===== config.mk =====
export PLATFORM = sky130hd
export DESIGN_NAME = ide_pio_cycle_timing_regs
export DESIGN_NICKNAME = d
export VERILOG_FILES = /design/src/ide_timing_pkg.sv /design/src/ide_pio_cycle_timing_regs.sv
export SDC_FILE = /design/constraint.sdc
export NUM_CORES = 1
export LEC_CHECK = 0
export ABC_AREA = 0
export BUFFER_PORTS_ARGS = -buffer_cell sky130_fd_sc_hd__buf_4
export CORE_MARGIN = 4
export CORE_UTILIZATION = 53
export CTS_CLUSTER_DIAMETER = 150
export DETAILED_ROUTE_END_ITERATION = 8
export GPL_TIMING_DRIVEN = 0
export PLACE_DENSITY = 0.87
export SLEW_MARGIN = 10
export SYNTH_ARGS = -nofsm -noshare
export SYNTH_HDL_FRONTEND = slang
export SYNTH_SLANG_ARGS = --single-unit

===== constraint.sdc =====
create_clock -name aclk -period 2.56 [get_ports aclk]
set_input_delay 0.128 -clock aclk [delete_from_list [all_inputs] [get_ports aclk]]
set_output_delay 0.128 -clock aclk [all_outputs]
set_load 0.005 [all_outputs]

===== src/ide_timing_pkg.sv =====
// package for the ide command strobe timing register bank
// assumes axi4-lite access with 32-bit data, one register per word
package ide_timing_pkg;

   localparam int ADDR_W = 8;
   localparam int NUM_TIMING = 13;
   localparam int COUNT_W = 5;
   localparam int CLOCKS_W = 6;

   // register indexes; byte address is four times the index
   localparam logic [5:0] IDX_BUF_GLOBAL = 6'h07;
   localparam logic [5:0] IDX_BUF_DISK = 6'h0A;
   localparam logic [5:0] IDX_SECTOR_LOW = 6'h11;
   localparam logic [5:0] IDX_SECTOR_HIGH = 6'h12;
   localparam logic [5:0] IDX_CH1_CMD_PORT_RECOVERY = 6'h25;
   localparam logic [5:0] IDX_CH1_DISK0_READ_RECOVERY = 6'h26;
   localparam logic [5:0] IDX_CH1_DISK0_WRITE_RECOVERY = 6'h27;
   localparam logic [5:0] IDX_CH1_DISK1_READ_RECOVERY = 6'h28;
   localparam logic [5:0] IDX_CH1_DISK1_WRITE_RECOVERY = 6'h29;
   localparam logic [5:0] IDX_CH2_CMD_PORT_ACTIVE = 6'h2A;
   localparam logic [5:0] IDX_CH2_DISK0_READ_ACTIVE = 6'h2B;
   localparam logic [5:0] IDX_CH2_DISK0_WRITE_ACTIVE = 6'h2C;
   localparam logic [5:0] IDX_CH2_DISK1_READ_ACTIVE = 6'h2D;
   localparam logic [5:0] IDX_CH2_DISK1_WRITE_ACTIVE = 6'h2E;
   localparam logic [5:0] IDX_CH2_CMD_PORT_RECOVERY = 6'h2F;
   localparam logic [5:0] IDX_CH2_DISK0_READ_RECOVERY = 6'h30;
   localparam logic [5:0] IDX_CH2_DISK0_WRITE_RECOVERY = 6'h31;
   localparam logic [5:0] IDX_TIMING_FIRST = IDX_CH1_CMD_PORT_RECOVERY;
   localparam logic [5:0] IDX_TIMING_LAST = IDX_CH2_DISK0_WRITE_RECOVERY;

   // field positions
   localparam int COUNT_LSB = 0;
   localparam int COUNT_MSB = 4;
   localparam int SECTOR_LOW_LSB = 2;
   localparam int BUF_GLOBAL_BIT = 0;
   localparam int BUF_CH2_DISK1_BIT = 3;

   // reset values
   localparam logic [7:0] TIMING_RESET = 8'h00;
   localparam logic [7:0] SECTOR_RESET = 8'h00;
   localparam logic [7:0] BUF_RESET = 8'h00;

   // count encoding: code 0 selects the longest time
   localparam logic [CLOCKS_W-1:0] MAX_CLOCKS = 6'h20;

   localparam logic [1:0] RESP_OKAY = 2'h0;
   localparam logic [1:0] RESP_SLVERR = 2'h2;

   typedef logic [NUM_TIMING-1:0][CLOCKS_W-1:0] timing_clocks_t;

   typedef struct packed {
      logic [12:0] sector_bytes;
      logic ch2_disk1_buffer_use;
   } buffer_cfg_t;

endpackage


===== src/ide_pio_cycle_timing_regs.sv =====
// register bank holding ide command strobe timing counts
// assumes an axi4-lite master on aclk; outputs feed the strobe sequencers
`timescale 1ns/10ps
`default_nettype none

// Functional notes
// - sector count bits 12-8 in upper register
// - channel 1 command port recovery count
// - codes 1..31 direct, zero means 32 clocks
// - channel 1 disk 0 read recovery count
// - channel 1 disk 0 write recovery count
// - channel 1 disk 1 read recovery count
// - channel 1 disk 1 write recovery count
// - channel 2 command port active count
// - channel 2 command port recovery count
// - channel 2 disk 0 read active count
// - channel 2 disk 0 write active count
// - channel 2 disk 1 read active count
// - channel 2 disk 1 write active count
// - channel 2 disk 0 read recovery count
// - bits 7-5 reserved, reset zero
// - sector count low two bits read zero
// - channel 2 disk 1 buffer use gated globally
module ide_pio_cycle_timing_regs
   import ide_timing_pkg::*;
(
   // clock and reset
   input wire logic aclk,
   input wire logic aresetn,
   // write address
   input wire logic [ADDR_W-1:0] awaddr,
   input wire logic [2:0] awprot,
   input wire logic awvalid,
   output logic awready,
   // write data
   input wire logic [31:0] wdata,
   input wire logic [3:0] wstrb,
   input wire logic wvalid,
   output logic wready,
   // write response
   output logic [1:0] bresp,
   output logic bvalid,
   input wire logic bready,
   // read address
   input wire logic [ADDR_W-1:0] araddr,
   input wire logic [2:0] arprot,
   input wire logic arvalid,
   output logic arready,
   // read data
   output logic [31:0] rdata,
   output logic [1:0] rresp,
   output logic rvalid,
   input wire logic rready,
   // timing in cpu clocks, entry k is the register at first index plus k
   output timing_clocks_t timing_clocks,
   // sector size and buffer steering
   output buffer_cfg_t buffer_cfg
);

   logic [NUM_TIMING-1:0][COUNT_W-1:0] timing_count;
   logic [7:SECTOR_LOW_LSB] sector_low;
   logic [COUNT_W-1:0] sector_high;
   logic buf_global;
   logic buf_ch2_disk1;
   logic aw_held;
   logic w_held;
   logic [5:0] aw_index;
   logic [7:0] w_byte;
   logic w_lane0;
   logic do_write;
   logic [5:0] ar_index;
   logic [7:0] next_rbyte;
   logic next_rmapped;

   assign do_write = aw_held && w_held && !bvalid;
   assign ar_index = araddr[7:2];

   function automatic logic mapped(input logic [5:0] idx);
      mapped = (idx == IDX_BUF_GLOBAL) || (idx == IDX_BUF_DISK) ||
         (idx == IDX_SECTOR_LOW) || (idx == IDX_SECTOR_HIGH) ||
         ((idx >= IDX_TIMING_FIRST) && (idx <= IDX_TIMING_LAST));
   endfunction

   // write address channel; taken in either order against write data
   always_ff @(posedge aclk) begin
      if (!aresetn) begin
         awready <= 1'b1;
         aw_held <= 1'b0;
         aw_index <= 6'h00;
      end else begin
         if (awvalid && awready) begin
            awready <= 1'b0;
            aw_held <= 1'b1;
            aw_index <= awaddr[7:2];
         end
         if (do_write) begin
            aw_held <= 1'b0;
         end
         // ready comes back only once the response is gone
         if (bvalid && bready) begin
            awready <= 1'b1;
         end
      end
   end

   // write data channel
   always_ff @(posedge aclk) begin
      if (!aresetn) begin
         wready <= 1'b1;
         w_held <= 1'b0;
         w_byte <= 8'h00;
         w_lane0 <= 1'b0;
      end else begin
         if (wvalid && wready) begin
            wready <= 1'b0;
            w_held <= 1'b1;
            w_byte <= wdata[7:0];
            w_lane0 <= wstrb[0];
         end
         if (do_write) begin
            w_held <= 1'b0;
         end
         if (bvalid && bready) begin
            wready <= 1'b1;
         end
      end
   end

   // one response per stored pair
   always_ff @(posedge aclk) begin
      if (!aresetn) begin
         bvalid <= 1'b0;
         bresp <= RESP_OKAY;
      end else begin
         if (do_write) begin
            bvalid <= 1'b1;
            bresp <= mapped(aw_index) ? RESP_OKAY : RESP_SLVERR;
         end
         if (bvalid && bready) begin
            bvalid <= 1'b0;
         end
      end
   end

   // only byte lane 0 carries register data; upper lanes are ignored
   always_ff @(posedge aclk) begin
      if (!aresetn) begin
         sector_low <= SECTOR_RESET[7:SECTOR_LOW_LSB];
         sector_high <= SECTOR_RESET[COUNT_MSB:COUNT_LSB];
         buf_global <= BUF_RESET[BUF_GLOBAL_BIT];
         buf_ch2_disk1 <= BUF_RESET[BUF_CH2_DISK1_BIT];
      end else if (do_write && w_lane0) begin
         if (aw_index == IDX_SECTOR_LOW)
            sector_low <= w_byte[7:SECTOR_LOW_LSB];
         if (aw_index == IDX_SECTOR_HIGH)
            sector_high <= w_byte[COUNT_MSB:COUNT_LSB];
         if (aw_index == IDX_BUF_GLOBAL)
            buf_global <= w_byte[BUF_GLOBAL_BIT];
         if (aw_index == IDX_BUF_DISK)
            buf_ch2_disk1 <= w_byte[BUF_CH2_DISK1_BIT];
      end
   end

   // one slot per timing register, contiguous indexes
   for (genvar k = 0; k < NUM_TIMING; k++) begin : g_timing
      localparam logic [5:0] IDX = 6'(IDX_TIMING_FIRST + k);
      // slot-local flops keep each packed entry to a single process
      logic [COUNT_W-1:0] count;
      logic [CLOCKS_W-1:0] clocks;
      always_ff @(posedge aclk) begin
         if (!aresetn) begin
            count <= TIMING_RESET[COUNT_MSB:COUNT_LSB];
         end else if (do_write && w_lane0 && aw_index == IDX) begin
            count <= w_byte[COUNT_MSB:COUNT_LSB];
         end
      end
      always_ff @(posedge aclk) begin
         if (!aresetn) begin
            clocks <= MAX_CLOCKS;
         end else begin
            // zero code stretches to the longest time
            clocks <= (count == '0) ? MAX_CLOCKS : {1'b0, count};
         end
      end
      assign timing_count[k] = count;
      assign timing_clocks[k] = clocks;
   end

   // registered so the sequencers see a stable copy
   always_ff @(posedge aclk) begin
      if (!aresetn) begin
         buffer_cfg <= '0;
      end else begin
         buffer_cfg.sector_bytes <= {sector_high, sector_low, 2'b00};
         buffer_cfg.ch2_disk1_buffer_use <= buf_global && buf_ch2_disk1;
      end
   end

   // read mux; reserved bits return zero
   always_comb begin
      next_rbyte = 8'h00;
      next_rmapped = mapped(ar_index);
      if (ar_index == IDX_SECTOR_LOW)
         next_rbyte = {sector_low, 2'b00};
      else if (ar_index == IDX_SECTOR_HIGH)
         next_rbyte = {3'b000, sector_high};
      else if (ar_index == IDX_BUF_GLOBAL)
         next_rbyte[BUF_GLOBAL_BIT] = buf_global;
      else if (ar_index == IDX_BUF_DISK)
         next_rbyte[BUF_CH2_DISK1_BIT] = buf_ch2_disk1;
      else if (next_rmapped)
         next_rbyte = {3'b000, timing_count[4'(ar_index - IDX_TIMING_FIRST)]};
   end

   always_ff @(posedge aclk) begin
      if (!aresetn) begin
         arready <= 1'b1;
         rvalid <= 1'b0;
         rdata <= 32'h0000_0000;
         rresp <= RESP_OKAY;
      end else begin
         if (arvalid && arready) begin
            arready <= 1'b0;
            rvalid <= 1'b1;
            rdata <= {24'h00_0000, next_rbyte};
            rresp <= next_rmapped ? RESP_OKAY : RESP_SLVERR;
         end
         if (rvalid && rready) begin
            rvalid <= 1'b0;
            arready <= 1'b1;
         end
      end
   end

endmodule

`default_nettype wire


==> summary.md, run 1 <==
| Metric | Value |
|---|---|
| Nets@finish | `between 1,000 and 1,500` |
| CP startpoint | `araddr[2]` |
| Worst Reg-to-Reg Cells | `6` |
| Crit Path Max Fanout | `10` |
| Netlist cell types | `approximately 60` |
| Max Fclk | `about 0.46 GHz` |
| Seq/Total Area, Yosys | `51.0%` |
| Area Overhead vs Synth | `26.1%` |
| Critical path buffers and inverters | `5` |
| HPWL after DPL | `15,100 um` |
| Delay of the slowest critical-path stage | `0.34 ns` |
| Final Hold Fails | `0` |
| Levels on crit path | `11` |
| Cell Rows | `44` |
| GRT Total Usage | `25.7%` |
| Mapped Avg Cell Area | `slightly below 10 sq um` |
| Ports | `~200` |
| Diode count | `0` |
| Die Height | `130 um` |
| Hold_sp | `arvalid` |
| First-pass detailed-route iteration total | `5` |
| FF-to-FF setup slack | `~0.67 ns` |
| Switching Share | `23.6%` |
| CTS tree | `yes` |
| Pin count of the biggest net entering global routing | `17` |
| Vias in the first global route | `between 6,000 and 7,000` |
| Total negative slack | `0 ns` |
| Rel. slew slack | `between 50% and 60%` |
| Post-synthesis cell area | `between 7000 and 8000 sq um` |
| Post-synthesis xor/xnor area fraction | `0.750%` |
| Residual DRC | `0` |
| GRT overflow | `0` |
| CP dominant cell by count | `buf_2` |
| Crit-path cells | `buf_4 -> buf_2 -> inv_1 -> ha_1 -> buf_2 -> buf_2 -> mux4_2 -> nand2_1 -> nand2_1 -> o21ai_0 -> o32ai_1` |
| Filler cell count | `1,119` |
| Crit. End Element | `flip-flop` |
| TritonCTS buffer count | `17` |
| Hold WC Path Type | `in2reg` |
| Worst-Skew Late Latency | `roughly 0.44 ns` |
| Pwr dens | `around 620 nW/um^2` |
| CP top delay family | `buffers and inverters` |
| Core Area | `roughly 15,000 sq um` |
| Clk pin slew, worst setup/hold paths | `0.06 ns` |
| Complex-gate fraction of the synthesized area | `~10%` |
| Final Hold Slack | `about 0.023 ns` |
| Num Clock Sinks | `200` |
| Total wire length | `between 20,000 and 25,000 um` |
| Gate Count Post-Synth | `roughly 820` |
| Root Buffer | `clkbuf_16` |
| RSZ-0062 raised after global routing | `no` |
| Initial antenna violation count | `0` |
| Clock skew | `about 0.01 ns` |
| VDD IR max | `~600 uV` |
| DP Worst Slack | `-0.0148 ns` |
| # port buffers | `130` |
| Finished Layout Cells | `between 1,000 and 1,500` |
| MaxCap Viol Count | `0` |
| Final Critical Period | `between 2 and 2.5 ns` |
| Synth warn | `0` |
| Worst EP arrival | `approximately 2.5 ns` |
| First-pass GRT wire length | `33,300 um` |
| Flop pwr share | `between 50% and 60%` |
| Initial Util | `between 50% and 60%` |
| Hold_buf cts | `19` |
| Dpl cells | `roughly 1,200` |
| Vias per inst | `5.56` |
| Clk pwr share | `between 40 and 50%` |
| Critical-path cell with the highest stage delay | `buf_2` |
| RR Endpoint | `g_timing[7].count[4]$_SDFFE_PN0P_` |
| Tcrit/Tclk final | `roughly 85%` |
| P_sw | `between 1 and 1.5 mW` |
| Slew @ Worst Pin | `between 0.7 and 0.8 ns` |
| RD Place Congestion | `0.955` |
| Hold depth | `3` |
| ANT nets after route | `0` |
| Simple-gate share of the synthesized area | `21.1%` |
| Mean routed wirelength per cell | `around 18 um` |
| Startpoint type of the worst setup path | `input pin` |
| Mux cell area share after synthesis | `between 10% and 20%` |
| Leak | `4.32 nW` |
| Die ar. | `~17,000 sq um` |
| R2R Path Start | `aw_index[5]$_SDFFE_PN0P_` |
| Outcome | `finished, final reports clean` |
| Async SR Flop Fraction | `0%` |
| Main synth FF type | `dfxtp_1` |
| Max Root-Sink Buffers | `2` |
| EDFF count, synth | `0` |
| Via count | `6,713` |
| CP Class | `in2reg` |
| PostCTS Resize Cnt | `0` |
| Slew Viols, Final | `0` |
| #FFs+latches synth | `200` |
| Endpoint, Worst Hold | `arready$_SDFFE_PP1P_` |
| Final worst slack | `roughly 0.38 ns` |
| Worst Path Required | `between 2 and 3 ns` |
| DRT iter0 DRCs | `around 690` |
| Post-CTS Setup Inserts | `0` |
| H-tree levels | `4` |
| Synth Area in Adders | `less than 1%` |
| Layout cells sized above 1 | `23.1%` |
| Combinational fraction of design power | `under 10%` |
| Die W | `130 um` |
| Largest family of logic cells by synthesized area | `simple AND/OR/NAND/NOR gates` |
| Int Pwr | `4.66 mW` |
| Power Total | `about 6.1 mW` |
| Setup violations, final | `0` |
-- stage by stage --
step           utilization (%)  area (sq um)
6_report                  68.1          9890
5_1_grt                   68.1          9890
4_1_cts                   68.1          9890
3_5_place_dp              63.0          9150
3_3_place_gp              63.0          9150
2_1_floorplan                -          7950
-- power by group through the flow --
stage	Clock (mW)	Combinational (mW)	Sequential (mW)
2_1_floorplan	0	0.261	3.22
3_3_place_gp	0	0.393	3.23
3_5_place_dp	0	0.398	3.23
4_1_cts	2.51	0.425	3.16
5_1_grt	2.63	0.473	3.16
6_report	2.50	0.436	3.16
-- worst reg2reg max path: stages (launching register included) --
cell and delay (ns):
dfxtp_1 0.30, buf_2 0.22, and2b_1 0.23, nand4_2 0.25
nor3_4 0.40, mux2i_1 0.28, nor2_1 0.08
-- cells by family after synthesis --
group	count (synthesis)
other cells	1
compound gates	140
simple gates	314
flops	200
buf+inv	90
xor+xnor	5
fa+ha+maj	4
mux	62
-- placed cells by master, fill, tap and decap left out, types with 3 or more instances in the layout --
cell type        n
clkbuf_16       17
nor2_1          67
o211ai_1         3
mux4_2          15
buf_2           10
o21ai_1         23
nand4_1          6
nand2b_1         4
clkbuf_1        38
inv_6            3
inv_1            8
clkbuf_8         4
and2_1          80
clkinv_2         3
a21oi_1         64
nand2_1         91
nor2b_1          5
o21ai_0         32
nor2_2           3
dlygate4sd3_1   19
or4_1           13
dfxtp_1        200
nand3_1         22
buf_4          162
mux2i_1         46
ha_1             4
conb_1          28
nand3b_1         4
a32oi_1          3
-- cells in the mapped netlist, types with 3 or more instances --
library cell	instances	area, sq um
dfxtp_1	200	4000
nand2_1	91	342
and2_1	80	500
nor2_1	67	251
a21oi_1	64	320
mux2i_1	46	460
clkbuf_1	37	139
buf_4	32	240
o21ai_0	32	160
o21ai_1	23	115
nand3_1	22	110
mux4_2	15	338
or4_1	13	97.6
buf_2	10	50.1
inv_1	8	30.0
nand4_1	6	37.5
nor2b_1	5	31.3
ha_1	4	50.1
nand2b_1	4	25.0
nand3b_1	4	30.0
a32oi_1	3	26.3
nor2_2	3	18.8
o211ai_1	3	22.5
-- metal layers --
layer	share of wire, %	vias up	wire (um)	GRT usage [%]
met4	3.7	0	788	11.8
met1	39	3107	8510	31.9
met2	47	420	10000	41.3
met3	10	76	2230	7.54
li1	-	3110	-	-
met5	0	-	0	0
-- worst max path at each step --
stage	end	slack, ns
detailed placement	rdata[4]$_SDFFE_PN0P_	-0.01
finish	rdata[4]$_SDFFE_PN0P_	0.38
floorplan	rdata[4]$_SDFFE_PN0P_	0.70
CTS	rdata[4]$_SDFFE_PN0P_	0.41
global route	rdata[4]$_SDFFE_PN0P_	0.24
global placement	rdata[4]$_SDFFE_PN0P_	-0.02
-- state kept, by name (all words and copies together), names as in the netlist, 5 cells and up --
register and count:
sector_low 6, sector_high 5, w_byte 8, g_timing.count 65, aw_index 6, buffer_cfg 12
g_timing.clocks 78, rdata 8
-- cell type report --
| cell class | instances | area (sq um) | area share [%] |
|---|---|---|---|
| clock buffer | 22 | 484 | 4.90 |
| multi-input combinational | 553 | 3460 | 35.0 |
| buffer | 81 | 444 | 4.49 |
| sequential | 200 | 4000 | 40.5 |
| inverter | 9 | 33.8 | 0.342 |
| clock inverter | 9 | 65.1 | 0.658 |
| timing repair buffer | 149 | 1170 | 11.8 |
| tap | 184 | 230 | 2.33 |
Note: power is estimated with default switching activity, not from simulation.
==> inputs of run 2 (changes only) <==
Clock period 2.56 ns to 2.1 ns, I/O delays scaled along.
==> run 2 against run 1 <==
Effect of this change:
- worst setup slack lost 0.18 ns
- sequential share of layout area is essentially flat
- clock skew shrank 0.0017 ns
- non-clock buffer count is the same
- largest power group unchanged
==> summary.md, run 2 (synthesized netlist as in run 1, its figures left out) <==
| Metric | Value |
|---|---|
| Outcome | `finished, final reports clean` |
| Tcrit/Tclk final | `around 90%` |
| # port buffers | `130 (unchanged)` |
| H-tree levels | `4 (unchanged)` |
| Max Root-Sink Buffers | `2 (unchanged)` |
| Biggest register | `g_timing.clocks` |
| Crit-path cells | `buf_2 -> and2b_1 -> nand4_2 -> nor3_4 -> mux2i_1 -> nor2_1` |
| DRT iter0 DRCs | `812 (+17%)` |
| Most common cell after layout, fill and taps aside | `dfxtp_1` |
| Final Hold Fails | `0 (unchanged)` |
| P_sw | `1.75 mW (+22%)` |
| TritonCTS buffer count | `17 (unchanged)` |
| Worst-Skew Late Latency | `0.44 ns (about the same)` |
| VDD IR max | `716 uV (+23%)` |
| Ports | `198 (unchanged)` |
| Worst EP arrival | `2.19 ns (-0.28 ns)` |
| Power Total | `7.43 mW (+22%)` |
| CP Class | `reg2reg` |
| MaxCap Viol Count | `0 (unchanged)` |
| Clk pwr share | `40.9% (about the same)` |
| First-pass detailed-route iteration total | `5 (unchanged)` |
| Residual DRC | `0 (unchanged)` |
| RD Place Congestion | `0.955 (unchanged)` |
| GRT overflow | `0 (unchanged)` |
| Area Overhead vs Synth | `26.2% (about the same)` |
| Worst Path Required | `2.40 ns (-0.45 ns)` |
| CTS tree | `yes` |
| Clock skew | `0.00852 ns (-0.00167 ns)` |
| Most frequent cells in the layout | `dfxtp_1 (200), buf_4 (163), nand2_1 (91), and2_1 (80), nor2_1 (67)` |
| RSZ-0062 raised after global routing | `no` |
| Num Clock Sinks | `200 (unchanged)` |
| Final worst slack | `0.208 ns (-0.176 ns)` |
| ANT nets after route | `0 (unchanged)` |
| Vias in the first global route | `6,401 (+0.078%)` |
| Pwr dens | `751 nW/um^2 (+22%)` |
| Vias per inst | `5.54 (-0.33%)` |
| HPWL after DPL | `15,100 um (unchanged)` |
| Post-Layout Inst Area | `9900 sq um (about the same)` |
| Combinational fraction of design power | `7.2% (about the same)` |
| Layout cells sized above 1 | `23.0% (-0.098 points)` |
| Cell Rows | `44 (unchanged)` |
| Crit. End Element | `flip-flop` |
| Top flop regs | `g_timing.clocks x78, g_timing.count x65, buffer_cfg x12` |
| Clk pin slew, worst setup/hold paths | `0.07 ns (about the same)` |
| Final Core Density | `68.1% (about the same)` |
| Flop pwr share | `51.9% (about the same)` |
| Setup violations, final | `0 (unchanged)` |
| Critical-path cell with the highest stage delay | `nor3_4` |
| Hold WC Path Type | `in2reg` |
| Die ar. | `16,800 sq um (unchanged)` |
| Via count | `6,691 (-0.33%)` |
| Slew @ Worst Pin | `0.709 ns (-0.00449 ns)` |
| Mean routed wirelength per cell | `17.9 um (-0.12%)` |
| Nets@finish | `1,080 (unchanged)` |
| Total negative slack | `0 ns (unchanged)` |
| Multi-input gate area | `3460 sq um (unchanged)` |
| Total wire length | `21,600 um (-0.12%)` |
| Initial Util | `54.0% (unchanged)` |
| Filler cell count | `1,118 (-0.089%)` |
| Slew Viols, Final | `0 (unchanged)` |
| Pin count of the biggest net entering global routing | `17 (unchanged)` |
| First-pass GRT wire length | `33,300 um (about the same)` |
| Area post-placement | `9150 sq um (unchanged)` |
| Startpoint type of the worst setup path | `flip-flop` |
| Diode count | `0 (unchanged)` |
| Root Buffer | `clkbuf_16` |
| Die Height | `130 um (unchanged)` |
| Max reg flops | `78 (unchanged)` |
| Core Area | `14,500 sq um (unchanged)` |
| Switching Share | `23.6% (about the same)` |
| Crit Path Max Fanout | `10 (unchanged)` |
| Seq. cell area | `4000 sq um (unchanged)` |
| Initial antenna violation count | `0 (unchanged)` |
| Max Fclk | `~0.53 GHz` |
| Rel. slew slack | `52.7% (+0.30 points)` |
| Leak | `4.32 nW (about the same)` |
| DP Worst Slack | `-0.452 ns (-0.437 ns)` |
| GRT Total Usage | `25.7% (about the same)` |
| Int Pwr | `5.68 mW (+22%)` |
| Final Critical Period | `roughly 1.9 ns` |
| Die W | `130 um (unchanged)` |
| Delay of the slowest critical-path stage | `0.39 ns (+0.05 ns)` |
-- run 2: cell types whose count changed in the layout (fill, tap and decap cells not counted) --
cell	before	now
dlygate4sd3_1	19	20
buf_2	10	8
buf_4	162	163
-- run 2: timing repair --
action                                 4_1_cts  5_1_grt
endpoints found under the hold margin       20        0
hold buffers                                20        0
cloned                                       0        0
setup buffers                                0        0
setup endpoints to repair                    1        1
pin swaps                                    0        0
resized for setup                            1        0
-- run 2: cell type report --
| class | count | share of cell area [%] |
|---|---|---|
| buffer | 80 | 4.46 |
| multi-input combinational | 553 | 35.0 |
| timing repair buffer | 150 | 11.9 |
| inverter | 9 | 0.341 |
| tap | 184 | 2.33 |
| clock buffer | 22 | 4.89 |
| clock inverter | 9 | 0.657 |
| sequential | 200 | 40.4 |
-- run 2: through the flow --
step | std cells | hold WS, ns
finish | 1207 | 0.0288
global route | 1207 | 0.0505
CTS | 1208 | 0.0223
detailed placement | 1157 | 0.311
global placement | 1157 | 0.307
floorplan | 843 | 0.205
-- run 2: power by group through the flow --
stage,registers (mW),logic (mW),clock network (mW)
final,3.86,0.533,3.04
after global placement,3.94,0.479,0
after global routing,3.86,0.579,3.20
after detailed placement,3.94,0.486,0
after floorplan,3.93,0.318,0
after CTS,3.86,0.521,3.06
-- run 2: final timing paths --
| check | startpoint | endpoint | slack [ns] | cells past startpoint |
|---|---|---|---|---|
| hold / removal | awvalid | aw_index[5]$_SDFFE_PN0P_ | 0.03 | 3 |
| setup / recovery | aw_index[5]$_SDFFE_PN0P_ | g_timing[7].count[4]$_SDFFE_PN0P_ | 0.21 | 6 |
| hold reg to reg | rdata[6]$_SDFFE_PN0P_ | rdata[6]$_SDFFE_PN0P_ | 0.46 | 2 |
| setup reg to reg | aw_index[5]$_SDFFE_PN0P_ | g_timing[7].count[4]$_SDFFE_PN0P_ | 0.21 | 6 |
-- run 2: worst max-delay path: cells and delay by family (launching register included) --
| kind | cells | cell delay, ns |
|---|---|---|
| buffers and inverters | 1 | 0.22 |
| muxes | 1 | 0.28 |
| DFF | 1 | 0.30 |
| and+or+nand+nor | 4 | 0.95 |
-- run 2: metal layers --
metal | track usage (%) | share of wire, % | up-vias
li1 | - | - | 3119
met1 | 31.9 | 40 | 3106
met2 | 41.4 | 47 | 387
met3 | 7.54 | 9.4 | 79
met4 | 11.8 | 3.9 | 0
met5 | 0 | 0 | -
